<file path="src/rtl/epos_defs.vh">
// Register offsets, field positions, reset values and timing counts
`ifndef EPOS_DEFS_VH
`define EPOS_DEFS_VH

// Avalon word offsets (byte address = 4 * index)
`define EPOS_REG_CTRL1 4'h0
`define EPOS_REG_CTRL2 4'h1
`define EPOS_REG_CTRL3 4'h2
`define EPOS_REG_T2CTRL 4'h3
`define EPOS_REG_WDCTRL 4'h4
`define EPOS_REG_SHARED 4'h5
`define EPOS_REG_CFG 4'h6
`define EPOS_REG_PERIOD 4'h7
`define EPOS_REG_DUTY 4'h8
`define EPOS_REG_STATUS 4'h9

// Module, watchdog and timer 2 control fields
`define EPOS_OUTCFG_HI 7
`define EPOS_OUTCFG_LO 6
`define EPOS_MODE_HI 3
`define EPOS_MODE_LO 0
`define EPOS_DIR_BIT 7
`define EPOS_ADSEL_BIT 4
`define EPOS_PSC_HI 1
`define EPOS_PSC_LO 0

// Config bits in the configuration register
`define EPOS_CFG_M2REMAP 0
`define EPOS_CFG_BCREMAP 1
`define EPOS_CFG_EXTMEM 2
`define EPOS_CFG_EMBW_LO 3
`define EPOS_CFG_EMBW_HI 4

// Output configuration codes
`define EPOS_OC_SINGLE 2'h0
`define EPOS_OC_FULLFWD 2'h1
`define EPOS_OC_HALF 2'h2
`define EPOS_OC_FULLREV 2'h3

// Mode field and memory bus width codes
`define EPOS_MODE_OFF 4'h0
`define EPOS_MODE_PWM 4'hc
`define EPOS_EMB_12BIT 2'h1

// Reset values
`define EPOS_RST_CTRL 8'h00
`define EPOS_RST_CFG 8'h07
`define EPOS_RST_PERIOD 8'hff

// Direction-change lead in timer counts, each count one prescale span
`define EPOS_DIRCHG_TOSC 8'h04

`endif

</file>
<file path="src/rtl/epos_prescale.v">
// Timebase prescaler: tick every 1, 4 or 16 clocks
`timescale 1ns/1ps
module epos_prescale (
    input wire core_clk_i,
    input wire rst_i,
    input wire ce_i,
    input wire [1:0] psc_sel_i,
    output reg tick_o
);
    reg [3:0] cnt;
    reg [3:0] lim;

    always @* begin
        if (psc_sel_i == 2'h0) begin
            lim = 4'h0;
        end else if (psc_sel_i == 2'h1) begin
            lim = 4'h3;
        end else begin
            lim = 4'hf;
        end
    end

    always @(posedge core_clk_i) begin
        if (rst_i) begin
            cnt <= 4'h0;
            tick_o <= 1'b0;
        end else if (ce_i) begin
            if (cnt >= lim) begin
                cnt <= 4'h0;
                tick_o <= 1'b1;
            end else begin
                cnt <= cnt + 4'h1;
                tick_o <= 1'b0;
            end
        end
    end
endmodule

</file>
<file path="src/rtl/epos_pwm_core.v">
// Enhanced PWM output generator with full-bridge direction change
`timescale 1ns/1ps
`include "epos_defs.vh"
module epos_pwm_core (
    input wire core_clk_i,
    input wire rst_i,
    input wire ce_i,
    input wire tick_i,
    input wire [7:0] period_i,
    input wire [7:0] duty_i,
    input wire [1:0] out_cfg_i,
    input wire [3:0] mode_i,
    output reg [3:0] abcd_o,
    output reg dir_o
);
    reg [7:0] tmr;
    reg pwm;
    reg blank;
    wire pwm_on = (mode_i[3:2] == 2'h3);
    wire full = out_cfg_i[0];
    wire want_rev = (out_cfg_i == `EPOS_OC_FULLREV);
    wire [7:0] lead_pt;

    // A count lasts one prescale span, so 4 counts are 4 Tosc times it
    // Periods under 4 counts start the lead at count zero
    assign lead_pt = (period_i < `EPOS_DIRCHG_TOSC) ? 8'h00 :
        period_i - `EPOS_DIRCHG_TOSC;

    always @(posedge core_clk_i) begin
        if (rst_i) begin
            tmr <= 8'h00;
            pwm <= 1'b0;
            blank <= 1'b0;
            dir_o <= 1'b0;
            abcd_o <= 4'h0;
        end else if (ce_i) begin
            if (tick_i) begin
                if (tmr >= period_i) begin
                    tmr <= 8'h00;
                    pwm <= (duty_i != 8'h00);
                    blank <= 1'b0;
                end else begin
                    tmr <= tmr + 8'h01;
                    if (tmr + 8'h01 >= duty_i) begin
                        pwm <= 1'b0;
                    end
                end
                // Direction sampled once, 4 counts before the period ends
                if (full && tmr == lead_pt && want_rev != dir_o) begin
                    dir_o <= want_rev;
                    blank <= 1'b1;
                end
            end
            if (!pwm_on) begin
                abcd_o <= 4'h0;
            end else if (out_cfg_i == `EPOS_OC_SINGLE) begin
                abcd_o <= {3'h0, pwm};
            end else if (out_cfg_i == `EPOS_OC_HALF) begin
                abcd_o <= {2'h0, ~pwm, pwm};
            end else if (!dir_o) begin
                // No dead band in full bridge
                abcd_o <= {pwm & ~blank, 2'h0, 1'b1};
            end else begin
                abcd_o <= {1'b0, 1'b1, pwm & ~blank, 1'b0};
            end
        end
    end
endmodule

</file>
<file path="src/rtl/epos_top.v">
// Output steering, pin mux and register file of the enhanced PWM
`timescale 1ns/1ps
`include "epos_defs.vh"
// Summary of operation
// - Each module drives up to four outputs A to D, count set by mode.
// - Output configuration from control bits 7:6 and mode bits 3:0.
// - Extended memory bus overrides B and C of modules 1 and 3.
// - With 12-bit bus width, B and C stay available on port E.
// - Clearing the B/C remap bit moves B and C to port H.
// - Module 2 on port C bit 1 when remap set, else port E bit 7.
// - In extended memory mode the cleared remap uses port B bit 3.
// - Quad mode of module 1 or 3 takes pin of standard module 5 or 4.
// - Capture/compare use timer 1 or 3; PWM uses timer 2 or 4.
// - Open-drain bit makes the module pin driver open-drain, for modules 1 to 3 only in compare or single-output PWM modes.
// - Open-drain register shares timer 1 high byte, selected by bit 4.
// - Full-bridge direction write takes effect at next period.
// - Before change, B and D go inactive and A and C swap.
// - Lead prescale is 1, 4 or 16 from prescale bits 1:0.
// - Modulated outputs stay inactive until the next period.
// - No dead band in full-bridge mode.
module epos_top (
    input wire core_clk_i,
    input wire rst_i,
    input wire ce_i,
    input wire [3:0] avs_address,
    input wire avs_read,
    input wire avs_write,
    input wire [31:0] avs_writedata,
    input wire [3:0] avs_byteenable,
    output reg [31:0] avs_readdata,
    output reg avs_waitrequest,
    input wire std4_out_i,
    input wire std5_out_i,
    output reg [2:0] mod2_pin_o,
    output reg [7:0] bridge_pin_o,
    output reg [4:0] od_pin_o,
    output reg [3:0] timer_sel_o
);
    reg [7:0] module1_control_reg;
    reg [7:0] module2_control_reg;
    reg [7:0] module3_control_reg;
    reg [7:0] timer2_control_reg;
    reg [7:0] watchdog_control_reg;
    reg [7:0] open_drain_control_reg;
    reg [7:0] timer_one_high_byte;
    reg [7:0] cfg_reg;
    reg [7:0] period_reg;
    reg [7:0] duty_reg;
    reg done;
    reg [31:0] rd_word;
    wire tick;
    wire [3:0] m1_abcd;
    wire [3:0] m2_abcd;
    wire [3:0] m3_abcd;
    wire [2:0] dirs;
    wire module2_pin_remap_cfg = cfg_reg[`EPOS_CFG_M2REMAP];
    wire bridge_bc_pin_remap_cfg = cfg_reg[`EPOS_CFG_BCREMAP];
    wire ext_mem = cfg_reg[`EPOS_CFG_EXTMEM];
    wire [1:0] memory_bus_width_cfg =
        cfg_reg[`EPOS_CFG_EMBW_HI:`EPOS_CFG_EMBW_LO];
    wire sel_alt = watchdog_control_reg[`EPOS_ADSEL_BIT];
    wire acc = (avs_read | avs_write) & ~done;

    function is_pwm;
        input [7:0] ctl;
        begin
            is_pwm = (ctl[3:2] == 2'h3);
        end
    endfunction

    function is_quad;
        input [7:0] ctl;
        begin
            is_quad = is_pwm(ctl) & ctl[`EPOS_OUTCFG_LO];
        end
    endfunction

    function od_mode;
        input [7:0] ctl;
        begin
            od_mode = (ctl[3:2] == 2'h2) | (is_pwm(ctl) &
                (ctl[`EPOS_OUTCFG_HI:`EPOS_OUTCFG_LO] == `EPOS_OC_SINGLE));
        end
    endfunction

    // Open-drain only in compare or single-output PWM modes
    wire [2:0] od_ok = {od_mode(module3_control_reg),
        od_mode(module2_control_reg), od_mode(module1_control_reg)};
    wire [1:0] psc_sel = timer2_control_reg[`EPOS_PSC_HI:`EPOS_PSC_LO];

    epos_prescale u_psc (
        .core_clk_i(core_clk_i),
        .rst_i(rst_i),
        .ce_i(ce_i),
        .psc_sel_i(psc_sel),
        .tick_o(tick)
    );

    // One core per enhanced module, sharing the timebase
    genvar g;
    generate
        for (g = 0; g < 3; g = g + 1) begin : g_core
            wire [7:0] ctl = (g == 0) ? module1_control_reg :
                (g == 1) ? module2_control_reg : module3_control_reg;
            wire [3:0] outs;
            epos_pwm_core u_core (
                .core_clk_i(core_clk_i),
                .rst_i(rst_i),
                .ce_i(ce_i),
                .tick_i(tick),
                .period_i(period_reg),
                .duty_i(duty_reg),
                .out_cfg_i(ctl[`EPOS_OUTCFG_HI:`EPOS_OUTCFG_LO]),
                .mode_i(ctl[`EPOS_MODE_HI:`EPOS_MODE_LO]),
                .abcd_o(outs),
                .dir_o(dirs[g])
            );
        end
    endgenerate
    assign m1_abcd = g_core[0].outs;
    assign m2_abcd = g_core[1].outs;
    assign m3_abcd = g_core[2].outs;

    // Read mux; shared address picks alternate register
    always @* begin
        rd_word = 32'h0000_0000;
        if (avs_address == `EPOS_REG_CTRL1) begin
            rd_word[7:0] = module1_control_reg;
        end else if (avs_address == `EPOS_REG_CTRL2) begin
            rd_word[7:0] = module2_control_reg;
        end else if (avs_address == `EPOS_REG_CTRL3) begin
            rd_word[7:0] = module3_control_reg;
        end else if (avs_address == `EPOS_REG_T2CTRL) begin
            rd_word[7:0] = timer2_control_reg;
        end else if (avs_address == `EPOS_REG_WDCTRL) begin
            rd_word[7:0] = watchdog_control_reg;
        end else if (avs_address == `EPOS_REG_SHARED) begin
            rd_word[7:0] = sel_alt ? {3'h0, open_drain_control_reg[4:0]} :
                timer_one_high_byte;
        end else if (avs_address == `EPOS_REG_CFG) begin
            rd_word[7:0] = cfg_reg;
        end else if (avs_address == `EPOS_REG_PERIOD) begin
            rd_word[7:0] = period_reg;
        end else if (avs_address == `EPOS_REG_DUTY) begin
            rd_word[7:0] = duty_reg;
        end else if (avs_address == `EPOS_REG_STATUS) begin
            rd_word[2:0] = dirs;
        end
    end

    // One wait cycle per access, then answer
    always @(posedge core_clk_i) begin
        if (rst_i) begin
            done <= 1'b0;
            avs_waitrequest <= 1'b1;
            avs_readdata <= 32'h0000_0000;
            module1_control_reg <= `EPOS_RST_CTRL;
            module2_control_reg <= `EPOS_RST_CTRL;
            module3_control_reg <= `EPOS_RST_CTRL;
            timer2_control_reg <= `EPOS_RST_CTRL;
            watchdog_control_reg <= `EPOS_RST_CTRL;
            open_drain_control_reg <= `EPOS_RST_CTRL;
            timer_one_high_byte <= `EPOS_RST_CTRL;
            cfg_reg <= `EPOS_RST_CFG;
            period_reg <= `EPOS_RST_PERIOD;
            duty_reg <= `EPOS_RST_CTRL;
        end else if (ce_i) begin
            done <= acc;
            avs_waitrequest <= ~acc;
            if (acc && avs_read) begin
                avs_readdata <= rd_word;
            end
            if (acc && avs_write && avs_byteenable[0]) begin
                if (avs_address == `EPOS_REG_CTRL1) begin
                    module1_control_reg <= avs_writedata[7:0];
                end else if (avs_address == `EPOS_REG_CTRL2) begin
                    module2_control_reg <= avs_writedata[7:0];
                end else if (avs_address == `EPOS_REG_CTRL3) begin
                    module3_control_reg <= avs_writedata[7:0];
                end else if (avs_address == `EPOS_REG_T2CTRL) begin
                    timer2_control_reg <= avs_writedata[7:0];
                end else if (avs_address == `EPOS_REG_WDCTRL) begin
                    watchdog_control_reg <= avs_writedata[7:0];
                end else if (avs_address == `EPOS_REG_SHARED) begin
                    if (sel_alt) begin
                        open_drain_control_reg <= {3'h0,
                            avs_writedata[4:0]};
                    end else begin
                        timer_one_high_byte <= avs_writedata[7:0];
                    end
                end else if (avs_address == `EPOS_REG_CFG) begin
                    cfg_reg <= avs_writedata[7:0];
                end else if (avs_address == `EPOS_REG_PERIOD) begin
                    period_reg <= avs_writedata[7:0];
                end else if (avs_address == `EPOS_REG_DUTY) begin
                    duty_reg <= avs_writedata[7:0];
                end
            end
        end else begin
            avs_waitrequest <= 1'b1;
        end
    end

    // Pin steering
    reg bc_blocked;
    always @(posedge core_clk_i) begin
        if (rst_i) begin
            mod2_pin_o <= 3'h0;
            bridge_pin_o <= 8'h00;
            od_pin_o <= 5'h00;
            timer_sel_o <= 4'h0;
            bc_blocked <= 1'b0;
        end else if (ce_i) begin
            // Bus on port E blocks B/C unless 12-bit width or moved to H
            bc_blocked <= ext_mem & bridge_bc_pin_remap_cfg &
                (memory_bus_width_cfg != `EPOS_EMB_12BIT);
            // Bit0 port C1, bit1 port E7, bit2 port B3
            if (module2_pin_remap_cfg) begin
                mod2_pin_o <= {2'h0, m2_abcd[0]};
            end else if (ext_mem) begin
                mod2_pin_o <= {m2_abcd[0], 2'h0};
            end else begin
                mod2_pin_o <= {1'b0, m2_abcd[0], 1'b0};
            end
            // Bits: 1A,1B,1C,1D(std5 pin),3A,3B,3C,3D(std4 pin)
            bridge_pin_o[0] <= m1_abcd[0];
            bridge_pin_o[1] <= m1_abcd[1] & ~bc_blocked;
            bridge_pin_o[2] <= m1_abcd[2] & ~bc_blocked;
            bridge_pin_o[3] <= is_quad(module1_control_reg) ?
                m1_abcd[3] : std5_out_i;
            bridge_pin_o[4] <= m3_abcd[0];
            bridge_pin_o[5] <= m3_abcd[1] & ~bc_blocked;
            bridge_pin_o[6] <= m3_abcd[2] & ~bc_blocked;
            bridge_pin_o[7] <= is_quad(module3_control_reg) ?
                m3_abcd[3] : std4_out_i;
            od_pin_o <= {open_drain_control_reg[4:3],
                open_drain_control_reg[2:0] & od_ok};
            // Per module: 1 = PWM timer (2/4), 0 = timer 1/3
            timer_sel_o <= {1'b0, is_pwm(module3_control_reg),
                is_pwm(module2_control_reg),
                is_pwm(module1_control_reg)};
        end
    end
endmodule

</file>
<file path="config.mk">
export PLATFORM = sky130hd
export DESIGN_NAME = epos_top
export DESIGN_NICKNAME = d
export VERILOG_FILES = /design/src/rtl/epos_prescale.v /design/src/rtl/epos_pwm_core.v /design/src/rtl/epos_top.v
export VERILOG_INCLUDE_DIRS = /design/src /design/src/rtl
export SDC_FILE = /design/constraint.sdc
export NUM_CORES = 1
export LEC_CHECK = 0
export ABC_AREA = 1
export BUFFER_PORTS_ARGS = -buffer_cell sky130_fd_sc_hd__buf_2
export CAP_MARGIN = 10
export CORE_MARGIN = 3
export CORE_UTILIZATION = 40
export CTS_BUF_LIST = sky130_fd_sc_hd__clkbuf_4 sky130_fd_sc_hd__clkbuf_8
export DETAILED_ROUTE_END_ITERATION = 8
export GPL_TIMING_DRIVEN = 0
export PLACE_DENSITY = 0.66
export SLEW_MARGIN = 20
export SYNTH_ARGS = -nofsm -noshare
export SYNTH_HDL_FRONTEND = slang
export SYNTH_SLANG_ARGS = --single-unit
</file>
<file path="constraint.sdc">
create_clock -name core_clk_i -period 2.6 [get_ports core_clk_i]
set_input_delay 0.52 -clock core_clk_i [delete_from_list [all_inputs] [get_ports core_clk_i]]
set_output_delay 0.52 -clock core_clk_i [all_outputs]
set_load 0.005 [all_outputs]
</file>
# After elaboration in Yosys (flattened, before gate mapping)
# Cells that the tools add are included.
[totals]
register_bits = 153
input_bits = 47
out_inout_bits = 53
word_cells = 199
[op_classes]
add_sub_neg = 5
n_lt_le_gt_ge = 8
eq_ne = 29
n_mux = 46
bitwise = 36
n_reduce_logical = 41
[op_table]
columns = ["cell", "count"]
rows = [
  ["8-bit two-way mux", 13],
  ["8-bit >= comparator", 6],
  ["4-bit two-way mux", 11],
  ["3-bit AND reduction", 9],
  ["9-bit AND reduction", 3],
  ["8-bit by 1-bit adder with 8-bit output, second input constant", 3],
  ["2-bit equality test, second input constant", 12],
  ["8-bit equality test", 3],
  ["1-bit two-way mux", 17],
  ["1-bit inverter", 17],
  ["4-bit by 3-bit equality test with 1-bit output, second input constant", 4],
  ["1-bit bitwise AND", 14],
  ["3-bit two-way mux", 4],
  ["11-bit AND reduction", 1],
  ["10-bit AND reduction", 1],
  ["2-bit nonzero test", 5],
  ["1-bit logical AND", 9],
  ["4-bit by 2-bit equality test with 1-bit output, second input constant", 2],
  ["4-bit equality test, second input constant", 2],
  ["2-bit zero test", 4],
  ["8-bit by 3-bit less-than comparator with 1-bit output, second input constant", 1],
  ["8-bit nonzero test", 1],
  ["8-bit by 3-bit subtractor with 8-bit output, second input constant", 1],
  ["7-bit AND reduction", 1],
  ["15 further kinds", 21],
]

# Depth between registers and ports, before layout
# Gate-level depths: netlist (run 1).
[depth]
ltp_word = 11
ltp_mapped = 16

# Hierarchy
# From an unflattened synthesis (run 1), not the netlist that was laid out.
[hier_totals]
hier_cells = 1372
hier_area_um2 = 9385.3
[modules_own_cells]
columns = ["module", "n_inst", "cells_each", "area_each_um2", "seq_area_each_um2"]
rows = [
  ["epos_top", 1, 620, 4657.0, 2142.1],
  ["epos_pwm_core", 3, 237, 1468.9, 300.3],
  ["epos_prescale", 1, 41, 321.6, 100.1],
]

# Least setup slack after synthesis (run 1)
# Ideal clock, no wire load.
[synth_timing]
kind = "register -> register"
start = "reg g_core[1].u_core.tmr[0]"
end = "reg g_core[1].u_core.pwm"
setup_ns = 0.115
t_arrival_ns = 2.202
path_slack_ns = 0.283
path_stages_with_launch = 13
path_buffers = 0
path_cell_list = "dfxtp_1 -> inv_1 -> nor3_2 -> nand3_1 -> nor3_1 -> xor2_1 -> ha_1 -> a21oi_1 -> o21a_1 -> nand3_1 -> or2_2 -> a21oi_1 -> nor2_1"
[synth_between]
elab_chain_cells = 4
[synth_lines]
columns = ["item", "line", "source"]
rows = [
  ["start, declared", "epos_pwm_core.v:16", "reg [7:0] tmr;"],
  ["start signal, assigned", "epos_pwm_core.v:43", "tmr <= tmr + 8'h01;"],
  ["8-bit by 1-bit adder with 8-bit output", "epos_pwm_core.v:44", "if (tmr + 8'h01 >= duty_i) begin"],
  ["8-bit >= comparator", "epos_pwm_core.v:44", ""],
  ["2-bit nonzero test (no source line)", "--", ""],
  ["3-bit AND reduction (no source line)", "--", ""],
  ["end signal, assigned", "epos_pwm_core.v:40", "pwm <= (duty_i != 8'h00);"],
  ["end, declared", "epos_pwm_core.v:17", "reg pwm;"],
]
# Parallel ways exist; a longest one is shown, timed or not.
# A chain may end at the register's enable or synchronous reset.

# Worst setup path in the final report (run 1)
[layout_timing]
start = "reg g_core[1].u_core.tmr[2]"
end = "reg g_core[1].u_core.pwm"
# Same word-level chain as after synthesis.

==> results.tsv, run 1 <==
metric	value	unit
status	finished clean	
regArea	0.003085	sq mm
drt_iter0_drc	858	
synth.distinct_cells	40	
rows	53	
hold_buffers	0	
clockBufferDepth	2	
finalCritPeriodShare	96.45	%
grtUsageTotal	23.09	%
period_needed	2.508	ns
area_growth_syn_to_layout	13.48	%
drive_gt1_share	12.47	%
multi_input_area	0.004858	sq mm
hold-worst-slack	0.2701	ns
yosys.area.top_type_share	35.33	%
crit_path_frequent_cell	nand3_2	
p_per_area	477.0	mW/mm^2
synth-seq-cells	153	
ys_seq_area_share	35.33	%
finalSetupViolCount	0	
path_class	reg2reg	
crit_path_max_fanout	6	
arrival	2.92	ns
wl	27610	um
dieArea	0.02348	sq mm
via_count	8670	
synth-edff-count	0	
skew	0.01875	ns
yosys-top-cells-area	dfxtp_1 (35%), nand2_1 (12%), a21oi_1 (9.0%)	
routabilityCongestion	0.9368	
p_total	4693	uW
dr.pass1.iters	6	
fill_cells	2176	
synthCells	1243	
tightest_slew	0.7552	ns
grt_max_degree	19	
h-tree-depth	4	
slowest_stage	dfxtp_4	
crit_family	simple AND/OR/NAND/NOR gates	
ys.flop_type	dfxtp_1	
min_from	avs_read	
cts_tree	built	
wire_per_inst	17.02	um
cts.sinks	153	
crit_path_end_kind	register	
max_stage_delay	0.40	ns
ant_nets	0	
r2r-start	g_core[1].u_core.tmr[2]	
worstHoldPathType	in2reg	
hold_viol	0	
grt_overflow	0	
cap_violations	0	
layout_common_cells	nand2_1 (273), a21oi_1 (154), dfxtp_1 (147)	
clock_latency	0.49	ns
syn_area	0.008670	sq mm
final_nets	1438	
path_cells	inv_2 -> nor3_4 -> nand3_2 -> nor3_2 -> xor2_1 -> ha_1 -> a21oi_2 -> o21a_1 -> nand3_2 -> or2_4 -> nand3_1 -> nand2_1 -> nor2_1	
cts_buffers	17	
fmax	0.3988	GHz
rsz0062_at_grt	true	
drt_drc_violations_left	0	
async_flop_share	0	%
start_util	40.98	%
fp.coreArea	0.02115	sq mm
layout_commonest_cell	nand2_1	
grt_pass1_vias	7932	
viasPerCell	5.345	
root_buffer	clkbuf_8	
dieWidth	153.2	um
peakVddDrop	0.3385	mV
synth_top_cell_by_area	dfxtp_1	
antenna_found_initial	0	
cp-startpoint	g_core[1].u_core.tmr[2]	
port_buffers	44	
cp.buffers_inverters	1	
ios	100	
antenna_cells	0	
synth.avg_cell_area	6.975	sq um
finalMaxSlewViolations	0	
p_leak	0.004613	uW
clk_pin_slew	0.10	ns
grt_pass1_wl	42970	um
die-height	153.2	um
synth_warnings	0	
dp_hpwl	20650	um
start_kind	register	
required	3.01	ns
slew_headroom	49.65	%
## where the power goes
part	internal [uW]	switching (uW)	total, uW
sequential	2370	25.9	2400
combinational	134	288	423
clock	735	1140	1870
total	3240	1450	4690
## logic make-up after synthesis
kind of cell / Yosys count / share of synthesized area [%]
multiplexers: 3 / 0.3896
AND/OR/NAND/NOR: 506 / 25.23
flip-flops: 153 / 35.33
other: 1 / 0.04325
buffers and inverters: 202 / 10.23
adder cells (fa/ha/maj): 57 / 8.226
AO/OA/AOI/OAI: 302 / 18.63
XOR/XNOR: 19 / 1.919
## timing repair
| action | CTS | global route |
|---|---|---|
| hold endpoints to repair | 0 | 0 |
| resized for setup | 7 | 19 |
| setup buffers | 0 | 4 |
| pin swaps | 0 | 5 |
| setup endpoints to repair | 2 | 2 |
## worst reg2reg max path: cells and delay by family (launching register included)
family,cells,cell delay (ns)
compound gates,2,0.31
fa+ha+maj,1,0.29
flops,1,0.40
buf+inv,1,0.06
xor+xnor,1,0.23
simple gates,8,1.14
## final timing paths
path | slack (ns) | to | cells past startpoint
worst max register to register | 0.09 | g_core[1].u_core.pwm | 13
worst max-delay path | 0.09 | g_core[1].u_core.pwm | 13
worst min-delay path | 0.27 | avs_waitrequest | 2
worst min register to register | 0.47 | avs_readdata[6] | 2
## synth_stat cells, types with 3 or more instances
master / n
nand2_1: 273
a21oi_1: 156
dfxtp_1: 153
inv_1: 129
o21ai_0: 110
nor2_1: 101
nand3_1: 80
ha_1: 57
buf_4: 31
clkbuf_1: 21
nand4_1: 18
xor2_1: 18
o211ai_1: 17
buf_2: 10
nor2_4: 6
nor3_1: 6
o21a_1: 6
buf_1: 5
inv_2: 5
nand2_2: 5
nand3b_1: 5
a211oi_1: 3
mux2_2: 3
nor2_2: 3
o22ai_1: 3
## metal layers
layer  routed length, um  vias up  global-route usage [%]
met2               12220      381                   35.63
met1               12140     3951                   32.20
li1                    -     4273                       -
met4                 892        0                   8.613
met3                2362       65                   4.275
met5                   0        -                       0
## per-stage QoR
step	instance area, sq um	std cells	setup slack (ns)	util [%]	setup TNS (ns)
after global routing	9838	1622	-0.04986	46.51	-0.04986
after global placement	9324	1586	-0.1460	44.08	-0.2171
after detailed placement	9324	1586	-0.2054	44.08	-0.2824
after CTS	9754	1618	0.01540	46.11	0
after floorplan	8760	1267	0.2832	-	0
final	9838	1622	0.09239	46.51	0
## cell type report
class	count	area share, %
multi-input cells	912	49.38
flip-flops and latches	153	31.36
inverters	135	5.189
plain buffers	67	3.866
well taps	275	3.497
repair buffers	48	2.544
clock buffers	17	2.378
clock inverters	15	1.780
Power figures use the tool's default switching activity.
==> inputs of run 2 (changes only) <==
--- a/config.mk
+++ b/config.mk
@@ -10,12 +10,13 @@
 export BUFFER_PORTS_ARGS = -buffer_cell sky130_fd_sc_hd__buf_2
 export CAP_MARGIN = 10
 export CORE_MARGIN = 3
-export CORE_UTILIZATION = 40
+export CORE_UTILIZATION = 55
 export CTS_BUF_LIST = sky130_fd_sc_hd__clkbuf_4 sky130_fd_sc_hd__clkbuf_8
 export DETAILED_ROUTE_END_ITERATION = 8
 export GPL_TIMING_DRIVEN = 0
-export PLACE_DENSITY = 0.66
+export PLACE_DENSITY = 0.83
 export SLEW_MARGIN = 20
 export SYNTH_ARGS = -nofsm -noshare
 export SYNTH_HDL_FRONTEND = slang
+export SYNTH_HIERARCHICAL = 1
 export SYNTH_SLANG_ARGS = --single-unit
==> run 2 against run 1 <==
Combinational power fell by 9.7%; count of clock-buffer cells in the layout did not move; fmax rose by 7.5%; utilization rose by 17 points; flip-flop and latch count did not move; global-route usage rose by 5.7 points; sequential share of layout area fell by 1.4 points; clock skew fell by 0.0072 ns; final cell count rose by 3.0%; cell area rose by 3.9%; first-iteration DRC count rose by 17%; highest routed layer unchanged.
==> results.tsv, run 2 <==
metric	value	unit	change
path_class	reg2reg		unchanged
r2r-start	period_reg[4]		was g_core[1].u_core.tmr[2]
wl	26230	um	was 27610 um
start_kind	register		unchanged
crit_path_end_kind	register		unchanged
clockBufferDepth	2		unchanged
dp_hpwl	18850	um	was 20650 um
via_count	9323		was 8670
h-tree-depth	4		unchanged
clock_latency	0.47	ns	was 0.49 ns
port_buffers	47		was 44
dp_cells	1639		was 1586
drt_drc_violations_left	0		unchanged
clk_pin_slew	0.09	ns	was 0.10 ns
finalCritPeriodShare	89.69	%	was 96.45%
cts_tree	built		unchanged
rsz0062_at_grt	false		was true
ant_nets	0		unchanged
grt_max_degree	25		was 19
dr.pass1.iters	8		was 6
ios	100		unchanged
hold_viol	0		unchanged
viasPerCell	5.583		was 5.345
start_util	57.07	%	was 40.98%
dr_wl_met3	2093	um	was 2362 um
routed.top_layer	met4		unchanged
p_per_area	453.1	mW/mm^2	was 477.0 mW/mm^2
cts_buffers	17		unchanged
antenna_found_initial	0		unchanged
cts_setup_buffers	0		unchanged
routabilityCongestion	0.9749		was 0.9368
p_leak	0.004998	uW	was 0.004613 uW
cap_violations	0		unchanged
fin_tns_setup	0	ns	unchanged
finalSetupViolCount	0		unchanged
slew_headroom	50.85	%	was 49.65%
period_needed	2.332	ns	was 2.508 ns
rows	46		was 53
wl_met1	10910	um	was 12140 um
skew	0.01152	ns	was 0.01875 ns
wire_per_inst	15.70	um	was 17.02 um
syn_area	0.009230	sq mm	was 0.008670 sq mm
root_buffer	clkbuf_8		unchanged
grt_pass1_wl	42270	um	was 42970 um
arrival	2.67	ns	was 2.92 ns
synthCells	1352		was 1243
cp-startpoint	period_reg[4]		was g_core[1].u_core.tmr[2]
tightest_slew	0.7362	ns	was 0.7552 ns
final_nets	1548		was 1438
grtUsageTotal	28.83	%	was 23.09%
hold_buffers	0		unchanged
peakVddDrop	0.3613	mV	was 0.3385 mV
finalInstanceArea	0.01022	sq mm	was 0.009838 sq mm
drt_iter0_drc	1008		was 858
die-height	135.5	um	was 153.2 um
fmax	0.4288	GHz	was 0.3988 GHz
fp.coreArea	0.01617	sq mm	was 0.02115 sq mm
worstHoldPathType	in2reg		unchanged
min_from	avs_writedata[2]		was avs_read
required	2.94	ns	was 3.01 ns
grt_overflow	0		unchanged
hold-worst-slack	0.3325	ns	was 0.2701 ns
dieArea	0.01837	sq mm	was 0.02348 sq mm
finalMaxSlewViolations	0		unchanged
layout_commonest_cell	nand2_1		unchanged
antenna_cells	0		unchanged
post_cts_resized	0		was 7
grt_pass1_vias	8676		was 7932
dpl_cell_area	0.009826	sq mm	was 0.009324 sq mm
status	finished clean		unchanged
synth.avg_cell_area	6.827	sq um	was 6.975 sq um
layout_common_cells	nand2_1 (332), inv_1 (164), a21oi_1 (159)		was nand2_1 (273), a21oi_1 (154), dfxtp_1 (147)
crit_path_max_fanout	14		was 6
dieWidth	135.5	um	was 153.2 um
area_growth_syn_to_layout	10.75	%	was 13.48%
cts.sinks	153		unchanged
drive_gt1_share	12.65	%	was 12.47%
fin_util	63.21	%	was 46.51%
synth_warnings	6		was 0
layout.cells.non_filler	1670		was 1622
route.met2.wl	12210	um	was 12220 um
run 2: routing by layer:
metal | track usage (%) | vias up
li1 | - | 4556
met1 | 37.20 | 4261
met2 | 47.35 | 411
met3 | 4.941 | 95
met4 | 13.05 | 0
met5 | 0 | -
run 2: final cells by class:
cell class / instances / area [sq um]
plain buffers: 59 / 375.4
multi-input cells: 983 / 5202
clock inverters: 14 / 162.7
clock buffers: 17 / 234.0
inverters: 181 / 679.4
fillers: 1446 / 5951
repair buffers: 47 / 235.2
well taps: 216 / 270.3
flip-flops and latches: 153 / 3063
run 2: metrics by stage:
step                      total power, uW  worst slack, ns
after floorplan                      2683           0.6545
after global placement               2811           0.4031
after detailed placement             2819           0.3013
after CTS                            4634           0.2967
after global routing                 4781          0.06176
final                                4632           0.2680
run 2: critical path, stage by stage, from the launching register on:
cell and delay (ns):
dfxtp_1 0.80, inv_1 0.18, ha_1 0.33, nand2_1 0.05, nor2_1 0.16, nand4_1 0.11
nand3_1 0.15, nand2_1 0.08, nand2_1 0.21, o21ai_0 0.14
run 2: path summary, 6_finish.rpt:
kind                                        endpoint  slack (ns)  cells after the start
worst min register to register       avs_readdata[3]        0.46                      2
worst max register to register  g_core[1].u_core/pwm        0.27                      9
worst max-delay path            g_core[1].u_core/pwm        0.27                      9
worst min-delay path                      cfg_reg[2]        0.33                      3
run 2: report_power, final:
| group | total, uW | internal (uW) | switching, uW | leakage [uW] |
|---|---|---|---|---|
| Sequential | 2400 | 2370 | 29.0 | 0.00124 |
| Clock | 1850 | 873 | 980 | 0.000194 |
| Combinational | 382 | 123 | 259 | 0.00357 |
==> inputs of run 3 (changes only) <==
--- a/config.mk
+++ b/config.mk
@@ -10,11 +10,11 @@
 export BUFFER_PORTS_ARGS = -buffer_cell sky130_fd_sc_hd__buf_2
 export CAP_MARGIN = 10
 export CORE_MARGIN = 3
-export CORE_UTILIZATION = 55
+export CORE_UTILIZATION = 62
 export CTS_BUF_LIST = sky130_fd_sc_hd__clkbuf_4 sky130_fd_sc_hd__clkbuf_8
 export DETAILED_ROUTE_END_ITERATION = 8
 export GPL_TIMING_DRIVEN = 0
-export PLACE_DENSITY = 0.83
+export PLACE_DENSITY = 0.91
 export SLEW_MARGIN = 20
 export SYNTH_ARGS = -nofsm -noshare
 export SYNTH_HDL_FRONTEND = slang
==> run 3 against run 2 <==
Die area is 11% lower; global-route usage is 2.5 points higher; fmax is 1.7% lower; largest cell class unchanged; highest routed layer unchanged.
==> results.tsv, run 3 (synthesized netlist as in run 2, its figures left out) <==
metric	value	unit	change
start_kind	register		unchanged
drive_gt1_share	12.65	%	unchanged
switchingPower	1246	uW	was 1268 uW
fin_tns_setup	0	ns	unchanged
worstHoldPathType	in2reg		unchanged
routabilityCongestion	0.9491		was 0.9749
port_buffers	47		unchanged
required	2.92	ns	was 2.94 ns
dr_wl_met3	2339	um	was 2093 um
grt_max_degree	25		unchanged
finalCritPeriodShare	91.28	%	was 89.69%
die-height	128.0	um	was 135.5 um
dieWidth	128.0	um	was 135.5 um
wire_per_inst	15.68	um	was 15.70 um
timing.rr.end	g_core[1].u_core/pwm		unchanged
layout_commonest_cell	nand2_1		unchanged
slowest_stage	dfxtp_1		unchanged
finalMaxSlewViolations	0		unchanged
dieArea	0.01639	sq mm	was 0.01837 sq mm
root_buffer	clkbuf_8		unchanged
crit_path_end_kind	register		unchanged
drt_iter0_drc	1081		was 1008
setup_ws	0.2267	ns	was 0.2680 ns
fp.coreArea	0.01420	sq mm	was 0.01617 sq mm
pre_cts_ws	0.3508	ns	was 0.3013 ns
clock_latency	0.45	ns	was 0.47 ns
viasPerCell	5.762		was 5.583
wl_met1	10360	um	was 10910 um
routed.top_layer	met4		unchanged
via_count	9415		was 9323
r2r_setup_slack	0.23	ns	was 0.27 ns
route.met2.wl	11840	um	was 12210 um
clkPwrFrac	38.6	%	was 40.0%
cp.buffers_inverters	2		was 1
dp_hpwl	18530	um	was 18850 um
cap_violations	0		unchanged
finalInstanceArea	0.01015	sq mm	was 0.01022 sq mm
layout_common_cells	nand2_1 (332), inv_1 (164), a21oi_1 (159)		unchanged
switching_share	27.62	%	was 27.37%
hold_viol	0		unchanged
r2r-start	g_core[1].u_core/tmr[2]		was period_reg[4]
grt_pass1_vias	8947		was 8676
ant_nets	0		unchanged
hold_buffers	0		unchanged
antenna_cells	0		unchanged
rsz0062_at_grt	false		unchanged
period_needed	2.373	ns	was 2.332 ns
rows	43		was 46
finalSetupViolCount	0		unchanged
crit_path_max_fanout	7		was 14
ios	100		unchanged
arrival	2.69	ns	was 2.67 ns
clockBufferDepth	2		unchanged
skew	0.01261	ns	was 0.01152 ns
cts_buffers	17		unchanged
h-tree-depth	4		unchanged
cts_setup_buffers	0		unchanged
cts.sinks	153		unchanged
min_to	cfg_reg[0]		was cfg_reg[2]
fmax	0.4214	GHz	was 0.4288 GHz
grt_pass1_wl	41610	um	was 42270 um
peakVddDrop	0.4716	mV	was 0.3613 mV
dr.pass1.iters	6		was 8
clk_pin_slew	0.09	ns	about the same
max_stage_delay	0.49	ns	was 0.80 ns
post_cts_resized	0		unchanged
path_cells	nand3_1 -> inv_1 -> nand3_1 -> nor3_1 -> xor2_1 -> inv_1 -> ha_1 -> nand2_1 -> nor2_1 -> nand4_1 -> nand3_1 -> nand2_1 -> nand2_1 -> o21ai_0		was inv_1 -> ha_1 -> nand2_1 -> nor2_1 -> nand4_1 -> nand3_1 -> nand2_1 -> nand2_1 -> o21ai_0
drt_drc_violations_left	0		unchanged
start_util	64.98	%	was 57.07%
tightest_slew	0.6715	ns	was 0.7362 ns
p_per_area	444.5	mW/mm^2	was 453.1 mW/mm^2
p_leak	0.004994	uW	was 0.004998 uW
p_int	3267	uW	was 3364 uW
status	finished clean		unchanged
grt_overflow	0		unchanged
final_nets	1548		unchanged
area_growth_syn_to_layout	9.990	%	was 10.75%
min_from	avs_writedata[0]		was avs_writedata[2]
reg2reg_depth	14		was 9
slew_headroom	55.17	%	was 50.85%
grtUsageTotal	31.32	%	was 28.83%
wl	25620	um	was 26230 um
cts_tree	built		unchanged
seqPwrFrac	53.1	%	was 51.8%
dpl_cell_area	0.009781	sq mm	was 0.009826 sq mm
power_frac_comb	8.3	%	was 8.2%
antenna_found_initial	0		unchanged
fill_cells	1151		was 1446
crit_family	simple AND/OR/NAND/NOR gates		was flip-flops
path_class	reg2reg		unchanged
whs_path_depth	3		unchanged
p_total	4513	uW	was 4632 uW
## run 3: changes by cell type in the layout (fill, tap and decap cells not counted), sizes merged
cell,before,now
bufinv,2,1
clkinv,10,13
clkinvlp,3,1
## run 3: final cells by class
type                    count  area [sq um]  share of cell area [%]
plain buffers              59         375.4                   3.697
clock buffers              17         234.0                   2.305
clock inverters            14         137.6                   1.356
inverters                 181         679.4                   6.692
multi-input cells         983          5202                   51.24
flip-flops and latches    153          3063                   30.17
well taps                 180         225.2                   2.218
repair buffers             47         235.2                   2.317
## run 3: layer usage
layer | global-route usage (%) | up-vias
li1 | - | 4567
met1 | 39.49 | 4255
met2 | 51.54 | 484
met3 | 5.375 | 109
met4 | 15.98 | 0
met5 | 0 | -
## run 3: power by group through the flow
stage / logic, uW / registers, uW / clock network, uW
6_report: 375 / 2400 / 1740
5_1_grt: 413 / 2400 / 1830
4_1_cts: 365 / 2390 / 1740
3_5_place_dp: 362 / 2450 / 0
3_3_place_gp: 353 / 2450 / 0
2_1_floorplan: 240 / 2440 / 0
## run 3: worst min-delay path, stage by stage
cell and delay, ns:
buf_2 0.11, nand2_1 0.06, o211ai_1 0.07
## run 3: how the worst max path moves through the flow
stage,from,endpoint,slack [ns],cells after the start
3_3_place_gp,g_core[0].u_core/tmr[2],g_core[0].u_core/pwm,0.41,14
2_1_floorplan,g_core[0].u_core/tmr[2],g_core[0].u_core/pwm,0.65,14
4_1_cts,g_core[1].u_core/tmr[2],g_core[1].u_core/pwm,0.30,14
5_1_grt,g_core[1].u_core/tmr[2],g_core[1].u_core/pwm,0.03,14
6_report,g_core[1].u_core/tmr[2],g_core[1].u_core/pwm,0.23,14
3_5_place_dp,g_core[0].u_core/tmr[2],g_core[0].u_core/pwm,0.35,14
## run 3: per-stage QoR
step	cells	hold slack, ns	utilization, %
2_1_floorplan	1376	0.4377	-
3_3_place_gp	1603	0.4515	68.86
3_5_place_dp	1603	0.4534	68.86
4_1_cts	1634	0.3170	71.48
5_1_grt	1634	0.3363	71.48
6_report	1634	0.3377	71.48
